### src/core/ptick_regs.svh
// register offsets, field positions, reset values and timing constants of the tick block
`ifndef PTICK_REGS_SVH
`define PTICK_REGS_SVH
// byte addresses on the register bus
`define PTICK_OFF_TPC 4'h0
`define PTICK_OFF_IRQ 4'h4
`define PTICK_OFF_SYS 4'h8
// tick_period_control fields
`define PTICK_TPC_LVO 5
`define PTICK_TPC_QSC 4
`define PTICK_TPC_LVE 3
`define PTICK_TPC_RESET 8'h07
`define PTICK_TPC_WMASK 8'h1F
// interrupt control register fields
`define PTICK_IRQ_GIE 0
`define PTICK_IRQ_TIE 1
`define PTICK_IRQ_BIE 2
`define PTICK_IRQ_MIE 3
`define PTICK_IRQ_TRF 4
`define PTICK_IRQ_BRF 5
`define PTICK_IRQ_MRF 6
`define PTICK_IRQ_RESET 8'h00
// core sequencer register fields
`define PTICK_SYS_SLP 0
`define PTICK_SYS_STK 1
`define PTICK_SYS_SVC 2
`define PTICK_SYS_RETURN_FROM_INTERRUPT 3
`define PTICK_SYS_RET 4
// vector and divider geometry
`define PTICK_VECTOR 12'h024
`define PTICK_TICK_MIN_EXP 8
`define PTICK_DIV_BITS 16
`define PTICK_SYSDIV 2'h3
// response codes
`define PTICK_RESP_OKAY 2'h0
`define PTICK_RESP_SLVERR 2'h2
`endif

### src/core/ptick_pkg.sv
// types shared by the tick block
package ptick_pkg;
   typedef enum logic [1:0] {PTICK_SRC_XTAL, PTICK_SRC_RC, PTICK_SRC_SYS} ptick_src_type;
   typedef enum logic [1:0] {PTICK_TB_12, PTICK_TB_13, PTICK_TB_14, PTICK_TB_15} ptick_tb_type;
endpackage : ptick_pkg

### src/core/ptick_top.sv
// periodic tick and time-base request flags with multi-function vectoring, AXI4-Lite slave
// Operation
// - tick interrupt needs global, tick and multi0 enables all set
// - tick request flag sets on every tick divider overflow
// - enabled tick overflow with stack not full calls vector 24H
// - servicing clears global enable and multi0 flag, tick flag stays
// - tick period is source divided by 2^8 to 2^15
// - source is crystal, internal RC, or system clock divided by four
// - low-voltage output bit reads 0 normal, 1 low, read-only
// - quick-start bit: 0 enables, 1 disables quick start
// - detector enable bit: 0 off, 1 on
// - register bits 7 and 6 read as zero
// - time-base interrupt needs global, time-base and multi0 enables
// - time-base overflow sets its flag, enabled calls vector 24H
// - time-base service clears global enable and multi0 flag only
// - time-base period fixed by option, 2^12 to 2^15
// - set request flags hold regardless of enables until cleared
// - rising edge of any request flag wakes from sleep or idle
// - interrupt entry pushes only the program counter
// - interrupt return sets global enable, plain return leaves it clear
// - multi0 flag sets when an enabled tick or time-base overflow raises a request
// - multi0 flag clears by hardware when its vector is taken
`timescale 1ns/10ps
`default_nettype none
`include "ptick_regs.svh"
module ptick_top
   import ptick_pkg::*;
(
   // clock and reset
   input wire logic mclk,
   input wire logic srst,
   // configuration options, slow clock pins and low-voltage input
   input wire ptick_pkg::ptick_src_type srcSelect,
   input wire ptick_pkg::ptick_tb_type timebaseSelect,
   input wire logic crystalSlowOsc,
   input wire logic internalSlowRcOsc,
   input wire logic lowVoltageIn,
   // analogue control outputs
   output logic oscQuickStartCtrl,
   output logic lowVoltageDetectEnable,
   // core sequencer side
   output logic vectorRequest,
   output logic [11:0] vectorAddress,
   output logic pushPc,
   output logic wakeUp,
   // axi4-lite write address
   input wire logic [3:0] s_axi_awaddr,
   input wire logic s_axi_awvalid,
   output logic s_axi_awready,
   // axi4-lite write data
   input wire logic [31:0] s_axi_wdata,
   input wire logic [3:0] s_axi_wstrb,
   input wire logic s_axi_wvalid,
   output logic s_axi_wready,
   // axi4-lite write response
   output logic [1:0] s_axi_bresp,
   output logic s_axi_bvalid,
   input wire logic s_axi_bready,
   // axi4-lite read address
   input wire logic [3:0] s_axi_araddr,
   input wire logic s_axi_arvalid,
   output logic s_axi_arready,
   // axi4-lite read data
   output logic [31:0] s_axi_rdata,
   output logic [1:0] s_axi_rresp,
   output logic s_axi_rvalid,
   input wire logic s_axi_rready
);
   import ptick_pkg::*;

   // pin synchronisers, three inputs each through three flops
   // the second and third stages feed the edge detectors, the third the low-voltage bit; no logic reads
   // the first stage; costs one extra cycle of latency on every pin
   logic [2:0] syncA;
   logic [2:0] syncB;
   logic [2:0] syncC;
   wire logic [2:0] pinsRaw = {lowVoltageIn, internalSlowRcOsc, crystalSlowOsc};
   always_ff @(posedge mclk)
   begin
      syncA <= pinsRaw;
      syncB <= syncA;
      syncC <= syncB;
   end
   wire logic xtalRise = syncB[0] & ~syncC[0];
   wire logic rcRise = syncB[1] & ~syncC[1];

   // system clock divided by four as a one-cycle enable
   logic [1:0] sysDiv;
   always_ff @(posedge mclk)
   begin
      if (srst)
         sysDiv <= 2'h0;
      else
         sysDiv <= sysDiv + 2'h1;
   end
   // one pulse per slow-clock rising edge or per four system clocks, whichever source the option picks
   logic srcTick;
   always_comb
   begin
      unique case (srcSelect)
         PTICK_SRC_XTAL: srcTick = xtalRise;
         PTICK_SRC_RC: srcTick = rcRise;
         PTICK_SRC_SYS: srcTick = (sysDiv == `PTICK_SYSDIV);
         default: srcTick = 1'b0;
      endcase
   end

   // shared free-running divider; both periods are powers of two of the same count
   logic [`PTICK_DIV_BITS-1:0] divCount;
   logic [`PTICK_DIV_BITS-1:0] prevCount;
   always_ff @(posedge mclk)
   begin
      if (srst)
      begin
         divCount <= '0;
         prevCount <= '0;
      end
      else if (srcTick)
      begin
         divCount <= divCount + 16'h0001;
         prevCount <= divCount;
      end
   end
   // bit n falling after an increment marks an overflow of a 2^(n+1) divider
   function automatic logic carry_at(input logic [3:0] bitIdx, input logic [15:0] now,
                                     input logic [15:0] was);
      carry_at = was[bitIdx] & ~now[bitIdx];
   endfunction : carry_at
   logic tickStep;
   logic tbStep;
   always_ff @(posedge mclk)
   begin
      if (srst)
         tickStep <= 1'b0;
      else
         tickStep <= srcTick;
   end
   assign tbStep = tickStep;

   // registers
   logic [7:0] tpc;
   logic [6:0] irqCtl;
   wire logic [2:0] tickPeriodSelect = tpc[2:0];
   // code k selects carry out of bit 7+k, period 2^(8+k)
   wire logic [3:0] tickBit = 4'(`PTICK_TICK_MIN_EXP - 1) + {1'b0, tickPeriodSelect};
   wire logic [3:0] tbBit = 4'h3 + {2'h0, timebaseSelect} + 4'h8;
   // option-fixed time base, 2^12..2^15
   wire logic tickOverflow = tickStep & carry_at(tickBit, divCount, prevCount);
   wire logic tbOverflow = tbStep & carry_at(tbBit, divCount, prevCount);

   // address decode shared by both channels
   function automatic logic reg_hit(input logic [3:0] addr);
      reg_hit = (addr == `PTICK_OFF_TPC) | (addr == `PTICK_OFF_IRQ) | (addr == `PTICK_OFF_SYS);
   endfunction : reg_hit

   // bus side
   logic awHeld;
   logic wHeld;
   logic [3:0] awAddr;
   logic [31:0] wData;
   logic [3:0] wStrb;
   wire logic doWrite = awHeld & wHeld & ~s_axi_bvalid;
   wire logic wrTpc = doWrite & (awAddr == `PTICK_OFF_TPC) & wStrb[0];
   wire logic wrIrq = doWrite & (awAddr == `PTICK_OFF_IRQ) & wStrb[0];
   wire logic wrSys = doWrite & (awAddr == `PTICK_OFF_SYS) & wStrb[0];
   wire logic wrHit = reg_hit(awAddr);
   wire logic awTaken = s_axi_awvalid & s_axi_awready;
   wire logic wTaken = s_axi_wvalid & s_axi_wready;
   wire logic arTaken = s_axi_arvalid & s_axi_arready;

   // core sequencer commands written by the bench playing the core
   wire logic stackFull = wrSys & wData[`PTICK_SYS_STK];
   wire logic svcAck = wrSys & wData[`PTICK_SYS_SVC];
   wire logic retiCmd = wrSys & wData[`PTICK_SYS_RETURN_FROM_INTERRUPT];
   wire logic retCmd = wrSys & wData[`PTICK_SYS_RET];
   logic stackFullLvl;
   logic sleeping;

   // flag and enable update
   wire logic gie = irqCtl[`PTICK_IRQ_GIE];
   wire logic mfEnable = irqCtl[`PTICK_IRQ_MIE];
   wire logic tickFlag = irqCtl[`PTICK_IRQ_TRF];
   wire logic tbFlag = irqCtl[`PTICK_IRQ_BRF];
   wire logic mfFlag = irqCtl[`PTICK_IRQ_MRF];
   // multi0 flag follows either source overflowing with its own enable set
   wire logic mfSet = (tickOverflow & irqCtl[`PTICK_IRQ_TIE]) |
                      (tbOverflow & irqCtl[`PTICK_IRQ_BIE]);
   // vector taken only with all enables and room on the stack
   wire logic takeVector = gie & mfEnable & mfFlag & ~stackFullLvl & ~vectorRequest;
   logic [6:0] next_irqCtl;
   always_comb
   begin
      next_irqCtl = irqCtl;
      if (wrIrq)
         next_irqCtl = wData[6:0];
      // entry clears global enable and multi0 flag, source flags untouched
      if (takeVector)
      begin
         next_irqCtl[`PTICK_IRQ_GIE] = 1'b0;
         next_irqCtl[`PTICK_IRQ_MRF] = 1'b0;
      end
      // interrupt return re-arms, plain return keeps it clear
      if (retiCmd)
         next_irqCtl[`PTICK_IRQ_GIE] = 1'b1;
      // sets win over software clears; flags hold whatever the enables do
      if (tickOverflow)
         next_irqCtl[`PTICK_IRQ_TRF] = 1'b1;
      if (tbOverflow)
         next_irqCtl[`PTICK_IRQ_BRF] = 1'b1;
      if (mfSet)
         next_irqCtl[`PTICK_IRQ_MRF] = 1'b1;
   end
   wire logic anyRise = (next_irqCtl[`PTICK_IRQ_TRF] & ~tickFlag) |
                        (next_irqCtl[`PTICK_IRQ_BRF] & ~tbFlag) |
                        (next_irqCtl[`PTICK_IRQ_MRF] & ~mfFlag);

   // writable bits only; bit 5 is the live detector, 7:6 stay zero
   always_ff @(posedge mclk)
   begin
      if (srst)
         tpc <= `PTICK_TPC_RESET;
      else
      begin
         if (wrTpc)
            tpc[4:0] <= wData[4:0] & 5'(`PTICK_TPC_WMASK);
         tpc[`PTICK_TPC_LVO] <= syncC[2];
      end
   end
   // interrupt control register
   always_ff @(posedge mclk)
   begin
      if (srst)
         irqCtl <= 7'(`PTICK_IRQ_RESET);
      else
         irqCtl <= next_irqCtl;
   end
   // core stand-in levels; wake on any flag rising while asleep or idle
   always_ff @(posedge mclk)
   begin
      if (srst)
      begin
         stackFullLvl <= 1'b0;
         sleeping <= 1'b0;
      end
      else if (wrSys)
      begin
         stackFullLvl <= stackFull;
         sleeping <= wData[`PTICK_SYS_SLP];
      end
      else if (anyRise)
         sleeping <= 1'b0;
   end
   // single-cycle wake pulse toward the core
   always_ff @(posedge mclk)
   begin
      if (srst)
         wakeUp <= 1'b0;
      else
         wakeUp <= sleeping & anyRise;
   end
   // request held until the core acknowledges or issues a plain return; only the pc is pushed
   always_ff @(posedge mclk)
   begin
      if (srst)
      begin
         vectorRequest <= 1'b0;
         pushPc <= 1'b0;
      end
      else
      begin
         if (takeVector)
            vectorRequest <= 1'b1;
         else if (svcAck | retCmd)
            vectorRequest <= 1'b0;
         pushPc <= takeVector;
      end
   end
   // vector address latched at entry
   always_ff @(posedge mclk)
   begin
      if (srst)
         vectorAddress <= 12'h000;
      else if (takeVector)
         vectorAddress <= `PTICK_VECTOR;
   end
   // quick start active low, detector enable active high
   assign oscQuickStartCtrl = tpc[`PTICK_TPC_QSC];
   assign lowVoltageDetectEnable = tpc[`PTICK_TPC_LVE];

   // write channel: address and data in either order, response after both
   always_ff @(posedge mclk)
   begin
      if (srst)
      begin
         awHeld <= 1'b0;
         wHeld <= 1'b0;
         awAddr <= 4'h0;
         wData <= 32'h0000_0000;
         wStrb <= 4'h0;
      end
      else
      begin
         if (awTaken)
         begin
            awHeld <= 1'b1;
            awAddr <= s_axi_awaddr;
         end
         if (wTaken)
         begin
            wHeld <= 1'b1;
            wData <= s_axi_wdata;
            wStrb <= s_axi_wstrb;
         end
         if (doWrite)
         begin
            awHeld <= 1'b0;
            wHeld <= 1'b0;
         end
      end
   end
   // response stands until the master takes it
   always_ff @(posedge mclk)
   begin
      if (srst)
      begin
         s_axi_bvalid <= 1'b0;
         s_axi_bresp <= `PTICK_RESP_OKAY;
      end
      else if (doWrite)
      begin
         s_axi_bvalid <= 1'b1;
         s_axi_bresp <= wrHit ? `PTICK_RESP_OKAY : `PTICK_RESP_SLVERR;
      end
      else if (s_axi_bready)
         s_axi_bvalid <= 1'b0;
   end
   always_ff @(posedge mclk)
   begin
      if (srst)
      begin
         s_axi_awready <= 1'b0;
         s_axi_wready <= 1'b0;
      end
      else
      begin
         s_axi_awready <= ~awHeld & ~awTaken & ~s_axi_bvalid;
         s_axi_wready <= ~wHeld & ~wTaken & ~s_axi_bvalid;
      end
   end

   // read channel, one cycle after the address is taken
   wire logic rdHit = reg_hit(s_axi_araddr);
   wire logic [31:0] sysView = {27'h0, 3'h0, stackFullLvl, sleeping};
   wire logic [31:0] rdMux = (s_axi_araddr == `PTICK_OFF_TPC) ? {24'h0, 2'h0, tpc[5:0]} :
                             (s_axi_araddr == `PTICK_OFF_IRQ) ? {25'h0, irqCtl} :
                             (s_axi_araddr == `PTICK_OFF_SYS) ? sysView : 32'h0000_0000;
   always_ff @(posedge mclk)
   begin
      if (srst)
      begin
         s_axi_arready <= 1'b0;
         s_axi_rvalid <= 1'b0;
         s_axi_rdata <= 32'h0000_0000;
         s_axi_rresp <= `PTICK_RESP_OKAY;
      end
      else
      begin
         s_axi_arready <= ~s_axi_rvalid & ~arTaken;
         if (arTaken)
         begin
            s_axi_rvalid <= 1'b1;
            s_axi_rdata <= rdMux;
            s_axi_rresp <= rdHit ? `PTICK_RESP_OKAY : `PTICK_RESP_SLVERR;
         end
         else if (s_axi_rready)
            s_axi_rvalid <= 1'b0;
      end
   end
endmodule : ptick_top
`default_nettype wire

### config.mk
export PLATFORM = sky130hd
export DESIGN_NAME = ptick_top
export DESIGN_NICKNAME = d
export VERILOG_FILES = /design/src/core/ptick_pkg.sv /design/src/core/ptick_top.sv
export VERILOG_INCLUDE_DIRS = /design/src /design/src/core
export SDC_FILE = /design/constraint.sdc
export NUM_CORES = 1
export LEC_CHECK = 0
export ABC_AREA = 1
export BUFFER_PORTS_ARGS = -buffer_cell sky130_fd_sc_hd__buf_2
export CAP_MARGIN = 10
export CORE_AREA = 2 2 84 118
export DETAILED_ROUTE_END_ITERATION = 16
export DIE_AREA = 0 0 86 120
export PLACE_DENSITY = 0.69
export REMOVE_ABC_BUFFERS = 1
export SKIP_CTS_REPAIR_TIMING = 1
export SYNTH_ARGS = -nofsm -noshare
export SYNTH_HDL_FRONTEND = slang
export SYNTH_SLANG_ARGS = --single-unit
### constraint.sdc
create_clock -name mclk -period 4.2 [get_ports mclk]
set_input_delay 1.26 -clock mclk [delete_from_list [all_inputs] [get_ports mclk]]
set_output_delay 1.26 -clock mclk [all_outputs]
set_load 0.01 [all_outputs]
==> results of run 1 <==
power by group through the flow:
stage / Clock (W) / Combinational [W] / Sequential [W]
2_1_floorplan: 0 / 0.000107 / 0.000944
6_report: 0.000889 / 0.000166 / 0.000924
5_1_grt: 0.000938 / 0.000190 / 0.000929
3_3_place_gp: 0 / 0.000161 / 0.000942
3_5_place_dp: 0 / 0.000165 / 0.000944
4_1_cts: 0.000901 / 0.000166 / 0.000924
kinds of logic after synthesis:
group / count (synthesis)
AOI/OAI and AO/OA: 132
xor gates and xnor gates: 1
adders and majority gates: 4
buffers and inverters: 132
DFF: 91
other: 1
and+or+nand+nor: 176
state kept, by name, indices dropped and copies added (netlist names), 2 cells and up:
register / cells
syncB: 3
syncA: 3
syncC: 3
divCount: 16
awAddr: 4
tpc: 6
wData: 7
sysDiv: 2
prevCount: 16
s_axi_rdata: 7
irqCtl: 7
final cells by class:
cell class,instances,share of cell area
Clock buffer,10,0.0522
Clock inverter,6,0.0205
Multi-Input combinational cell,350,0.376
Sequential cell,91,0.398
Inverter,77,0.0631
Timing Repair Buffer,53,0.0596
Tap cell,110,0.0301
worst paths after layout:
path / start / slack [ns] / endpoint / cells after the start
setup / recovery: srcSelect[1] / 1.47 / divCount[15] / 14
setup reg to reg: tpc[0] / 1.92 / sleeping / 13
hold reg to reg: syncA[1] / 0.33 / syncB[1] / 0
hold / removal: syncA[1] / 0.33 / syncB[1] / 0
synth_stat cells (all sizes together):
library cell and count:
o21a 1, nand4 6, dfxtp 91, ha 4, a21oi 46, a211oi 8
xnor2 1, nand3 22, o21ai 66, o221ai 6, inv 77, nand3b 1
buf 44, clkbuf 11, nor2 60, o211ai 1, nand2 72, a221oi 1
a31o 1, nor4 3, nor3 12, o221a 1, conb 1, a31oi 1
stage by stage:
stage	area [µm²]	hold WS [ns]	cells	setup WS [ns]
floorplan	3830	0.310	518	1.46
global placement	4240	0.311	681	1.12
detailed placement	4240	0.312	681	1.09
CTS	4580	0.325	697	1.44
global route	4580	0.334	697	1.23
finish	4580	0.327	697	1.47
worst max-delay path: cells and delay by family:
| kind | cells | cell delay (ns) |
|---|---|---|
| AO/OA/AOI/OAI | 1 | 0.07 |
| buffers and inverters | 4 | 0.51 |
| AND/OR/NAND/NOR | 9 | 1.11 |
metal layers:
metal	track usage	vias to the layer above	routed length (µm)
met5	0	-	0
met4	0.0764	0	201
met3	0.0296	16	312
met2	0.285	78	4210
met1	0.179	1537	3450
li1	-	1773	-
==> metrics.md, run 1 <==
| Metric | Value |
|---|---|
| Status | complete, no violations |
| Clock Tree Buf Depth | 2 |
| Max_slew headroom | 0.626 |
| Synthesized area | 0.00406 mm² |
| Crit-path slowest cell | nand2_1 |
| All-layer global routing usage | 0.160 |
| Synth Register Bits | 91 |
| Max-slew violations | 0 |
| Largest family of logic cells by synthesized area | simple AND/OR/NAND/NOR gates |
| Largest net degree at the start of global routing | 50 |
| Commonest non-fill, non-tap cell in the layout | dfxtp_1 |
| Core Area | 0.00930 mm² |
| Multi-input gate area | 0.00172 mm² |
| CTS Buf Count | 9 |
| Minimum clock period | 2.73 ns |
| Psw | 0.000475 W |
| Cell Rows | 42 |
| Avg Cell Area, Syn | 7.56 µm² |
| RSZ-0062 raised after global routing | false |
| Via count | 3404 |
| Top area cells in the synthesized netlist | dfxtp_1 (45%), o21ai_0 (7.9%), buf_4 (7.0%), inv_1 (6.8%), nand2_1 (6.3%) |
| Clk_lat worst skew | 0.34 ns |
| Area delta synth->final | 12.7% |
| CP required | 4.42 ns |
| Fin util | 0.492 |
| Max-Cap Viols | 0 |
| 1st-iter DRT viols | 149 |
| # clock sinks | 91 |
| IR drop worst, VDD | 0.304 mV |
| Ports | 116 |
| DP Wirelength | 5930 µm |
| CTS tree | done |
| Mux cell area share after synthesis | 0 |
| Fillers | 912 |
| Vias in the first global route | 3085 |
| Ys Warns | 0 |
| H-tree levels | 3 |
| Seq/Total Area, Yosys | 0.449 |
| Final setup viols | 0 |
| Pwr per Cell Area | 432 mW/mm² |
| Drt drc | 0 |
| Final TNS setup | 0 ns |
| Crit end category | flop |
| Slowest stage delay, CP | 0.32 ns |
| Gate power share | 0.084 |
| Reg area | 0.00182 mm² |
| Buffers on Ports | 50 |
| Critical path cell sequence | buf_2 > inv_1 > nor2_1 > nor2_1 > nand2_1 > nand2_1 > buf_4 > nand3_2 > nor2_2 > inv_2 > nor3_2 > nand3_1 > nor2_1 > a21oi_1 |
| Unique masters post-synth | 38 |
| Clk slew on worst S/H paths | 0.07 ns |
| Internal power | 0.00150 W |
| Die height | 120 µm |
| Critical path arrival | 2.95 ns |
| Clk pwr share | 0.449 |
| Post-Synth Adder-Cell Area | 0.0123 |
| Share of the synthesized area in the top cell type | 0.449 |
| Synth Area in Simple Gates | 0.195 |
| Syn Inst Count | 537 |
| Max Clock Freq | 367 MHz |
| Clock root buffer | clkbuf_16 |
| Layout cell share with drive strength beyond 1 | 0.155 |
| Layout Nets | 644 |
| Switching Fraction | 0.240 |
| WS Path Type | input port to flop |
| Global route total overflow | 0 |
| Worst-path fanout max | 13 |
| Hold Crit Class | flop to flop |
| Per-cell routed wire length | 11.7 µm |
| Final period util | 0.649 |
| Most frequent cells in the layout | dfxtp_1 (91), inv_1 (74), nand2_1 (68), o21ai_0 (64), nor2_1 (54) |
| Startpoint types | input port |
| Leak pwr | 2.06 nW |
| Die width | 86 µm |
| Detailed Route WL | 8180 µm |
| Detailed Routing Iterations Pass 1 | 4 |
| # diodes | 0 |
| Sequential power share | 0.467 |
| ANT nets after route | 0 |
| Antenna violations before repair | 0 |
| Critical Path Most Common Cell | nor2_1 |
| First-pass GRT wire length | 13300 µm |
| XOR/XNOR share of the synthesized area | 0.00216 |
| Endpoints failing hold | 0 |
| Worst-Margin Slew | 0.561 ns |
| RePlAce Congestion | 0.807 |
| Final Total Pwr | 0.00198 W |
| Initial core utilization | 0.437 |
| Fin Clk Skew | 0.00696 ns |
| Leading area contributor after synthesis | dfxtp_1 |
| Compound-gate portion of the synthesized area | 0.181 |
| Die area | 0.0103 mm² |
| Vias per inst | 4.88 |
Power figures use the tool's default switching activity.
==> run 2: changes to the inputs <==
--- a/config.mk
+++ b/config.mk
@@ -12,7 +12,7 @@
 export CORE_AREA = 2 2 84 118
 export DETAILED_ROUTE_END_ITERATION = 16
 export DIE_AREA = 0 0 86 120
-export PLACE_DENSITY = 0.69
+export PLACE_DENSITY = 0.72
 export REMOVE_ABC_BUFFERS = 1
 export SKIP_CTS_REPAIR_TIMING = 1
 export SYNTH_ARGS = -nofsm -noshare
==> constraint.sdc (replaced) <==
create_clock -name mclk -period 2.4 [get_ports mclk]
set_input_delay 0.72 -clock mclk [delete_from_list [all_inputs] [get_ports mclk]]
set_output_delay 0.72 -clock mclk [all_outputs]
set_load 0.01 [all_outputs]
==> run 2 against run 1 <==
Effect of this change: non-clock buffer count is 6 higher; clock skew decreased by 0.00089 ns; combinational power increased by 80%; cell area increased by 0.30%; via count grew 1.6%; die area unchanged; core utilization rose by 0.15 points; register-to-register slack worse by 1.6 ns; sequential share of layout area shrank 0.12 points; clock-buffer cell count did not move; sequential cell count is the same.
==> metrics.md, run 2 (same netlist as run 1, synthesis figures left out) <==
| Metric | Value |
|---|---|
| Status | complete, no violations |
| Fillers | 916 |
| Buffers on Ports | 50 |
| Max-slew violations | 0 |
| Clock Tree Buf Depth | 2 |
| Leak pwr | 2.07 nW |
| Global route total overflow | 0 |
| Clock root buffer | clkbuf_16 |
| Die area | 0.0103 mm² |
| Most frequent cells in the layout | dfxtp_1 (91), inv_1 (74), nand2_1 (68), o21ai_0 (64), nor2_1 (54) |
| Layout cell share with drive strength beyond 1 | 0.162 |
| Die width | 86 µm |
| Largest net degree at the start of global routing | 29 |
| # diodes | 0 |
| Ports | 116 |
| Vias per inst | 4.92 |
| WP depth | 13 |
| Final cell count without fillers | 703 |
| Detailed Route WL | 8070 µm |
| Crit end category | flop |
| H-tree levels | 3 |
| Hold Crit Class | flop to flop |
| Startpoint types | flop |
| WS Path Type | flop to flop |
| IR drop worst, VDD | 0.440 mV |
| DP Worst Slack | 0.174 ns |
| RSZ-0062 raised after global routing | false |
| Via count | 3459 |
| Final TNS setup | 0 ns |
| Largest delay share family, worst path | simple AND/OR/NAND/NOR gates |
| 1st-iter DRT viols | 153 |
| Clk slew on worst S/H paths | 0.07 ns |
| Minimum clock period | 2.08 ns |
| Placed Cells | 687 |
| ANT nets after route | 0 |
| Vias in the first global route | 3096 |
| All-layer global routing usage | 0.159 |
| Die height | 120 µm |
| Setup ws final | 0.323 ns |
| Max Clock Freq | 482 MHz |
| Initial core utilization | 0.437 |
| Critical path cell sequence | inv_1 > ha_1 > inv_2 > o21ai_0 > nand2_1 > nand2_1 > nand3_1 > nand3_1 > nand3_1 > nand2_1 > a21oi_2 > nand3_1 > a21oi_2 |
| Commonest non-fill, non-tap cell in the layout | dfxtp_1 |
| Hold WS | 0.327 ns |
| Final period util | 0.865 |
| Antenna violations before repair | 0 |
| Drt drc | 0 |
| Final setup viols | 0 |
| CTS Buf Count | 9 |
| Hold path depth | 0 |
| Critical Path Most Common Cell | nand3_1 |
| CP required | 2.68 ns |
| Critical path arrival | 2.36 ns |
| Crit-path slowest cell | ha_1 |
| Core Area | 0.00930 mm² |
| Pwr per Cell Area | 727 mW/mm² |
| Area delta synth->final | 13.1% |
| RePlAce Congestion | 0.826 |
| Per-cell routed wire length | 11.5 µm |
| DP Wirelength | 6090 µm |
| Max-Cap Viols | 0 |
| First-pass GRT wire length | 13300 µm |
| Endpoints failing hold | 0 |
| Layout Nets | 650 |
| Worst Path Buf+Inv | 2 |
| Slowest stage delay, CP | 0.44 ns |
| Fin util | 0.494 |
| Fin Clk Skew | 0.00607 ns |
| # clock sinks | 91 |
| CTS tree | done |
| Worst-path fanout max | 9 |
| FF-to-FF path depth | 13 |
| Largest regs | divCount x16, prevCount x16 |
| Detailed Routing Iterations Pass 1 | 4 |
| Clk_lat worst skew | 0.34 ns |
| Cell Rows | 42 |
==> run 2: cell count changes in the layout (fill, tap and decap cells not counted) <==
cell       previous run  this run
buf_4                 3         9
bufinv_16             2         1
clkbuf_1              0         1
clkbuf_8              1         0
clkinv_4              0         2
inv_6                 3         2
==> run 2: stage by stage <==
stage	total power, W	cell area [µm²]
2_1_floorplan	0.00184	3830
3_3_place_gp	0.00194	4290
3_5_place_dp	0.00195	4290
4_1_cts	0.00336	4590
5_1_grt	0.00347	4590
6_report	0.00334	4590
==> run 2: per-layer routing <==
metal	global-route usage	part of all wire	routed length (µm)
met1	0.187	0.42	3370
met2	0.281	0.52	4200
met3	0.0254	0.041	333
met4	0.0675	0.021	166
met5	0	0	0
==> run 2: area by class of cell <==
type / instances / area (µm²) / area share
multi-input combinational: 350 / 1720 / 0.375
sequential: 91 / 1820 / 0.397
clock buffer: 10 / 229 / 0.0499
clock inverter: 6 / 72.6 / 0.0158
tap: 110 / 138 / 0.0300
inverter: 77 / 289 / 0.0630
timing repair buffer: 59 / 318 / 0.0692
==> run 2: final timing paths <==
check	startpoint	to	slack [ns]
setup / recovery	tpc[0]	sleeping	0.32
hold / removal	syncA[0]	syncB[0]	0.33
setup reg to reg	tpc[0]	sleeping	0.32
hold reg to reg	syncA[0]	syncB[0]	0.33
==> run 2: where the power goes <==
part | internal [W] | total, W | leakage [nW] | switching, W
Sequential | 0.00158 | 0.00162 | 0.745 | 0.0000367
Clock | 0.000818 | 0.00142 | 0.144 | 0.000602
Combinational | 0.000106 | 0.000298 | 1.19 | 0.000192
Total | 0.00251 | 0.00334 | 2.07 | 0.000831
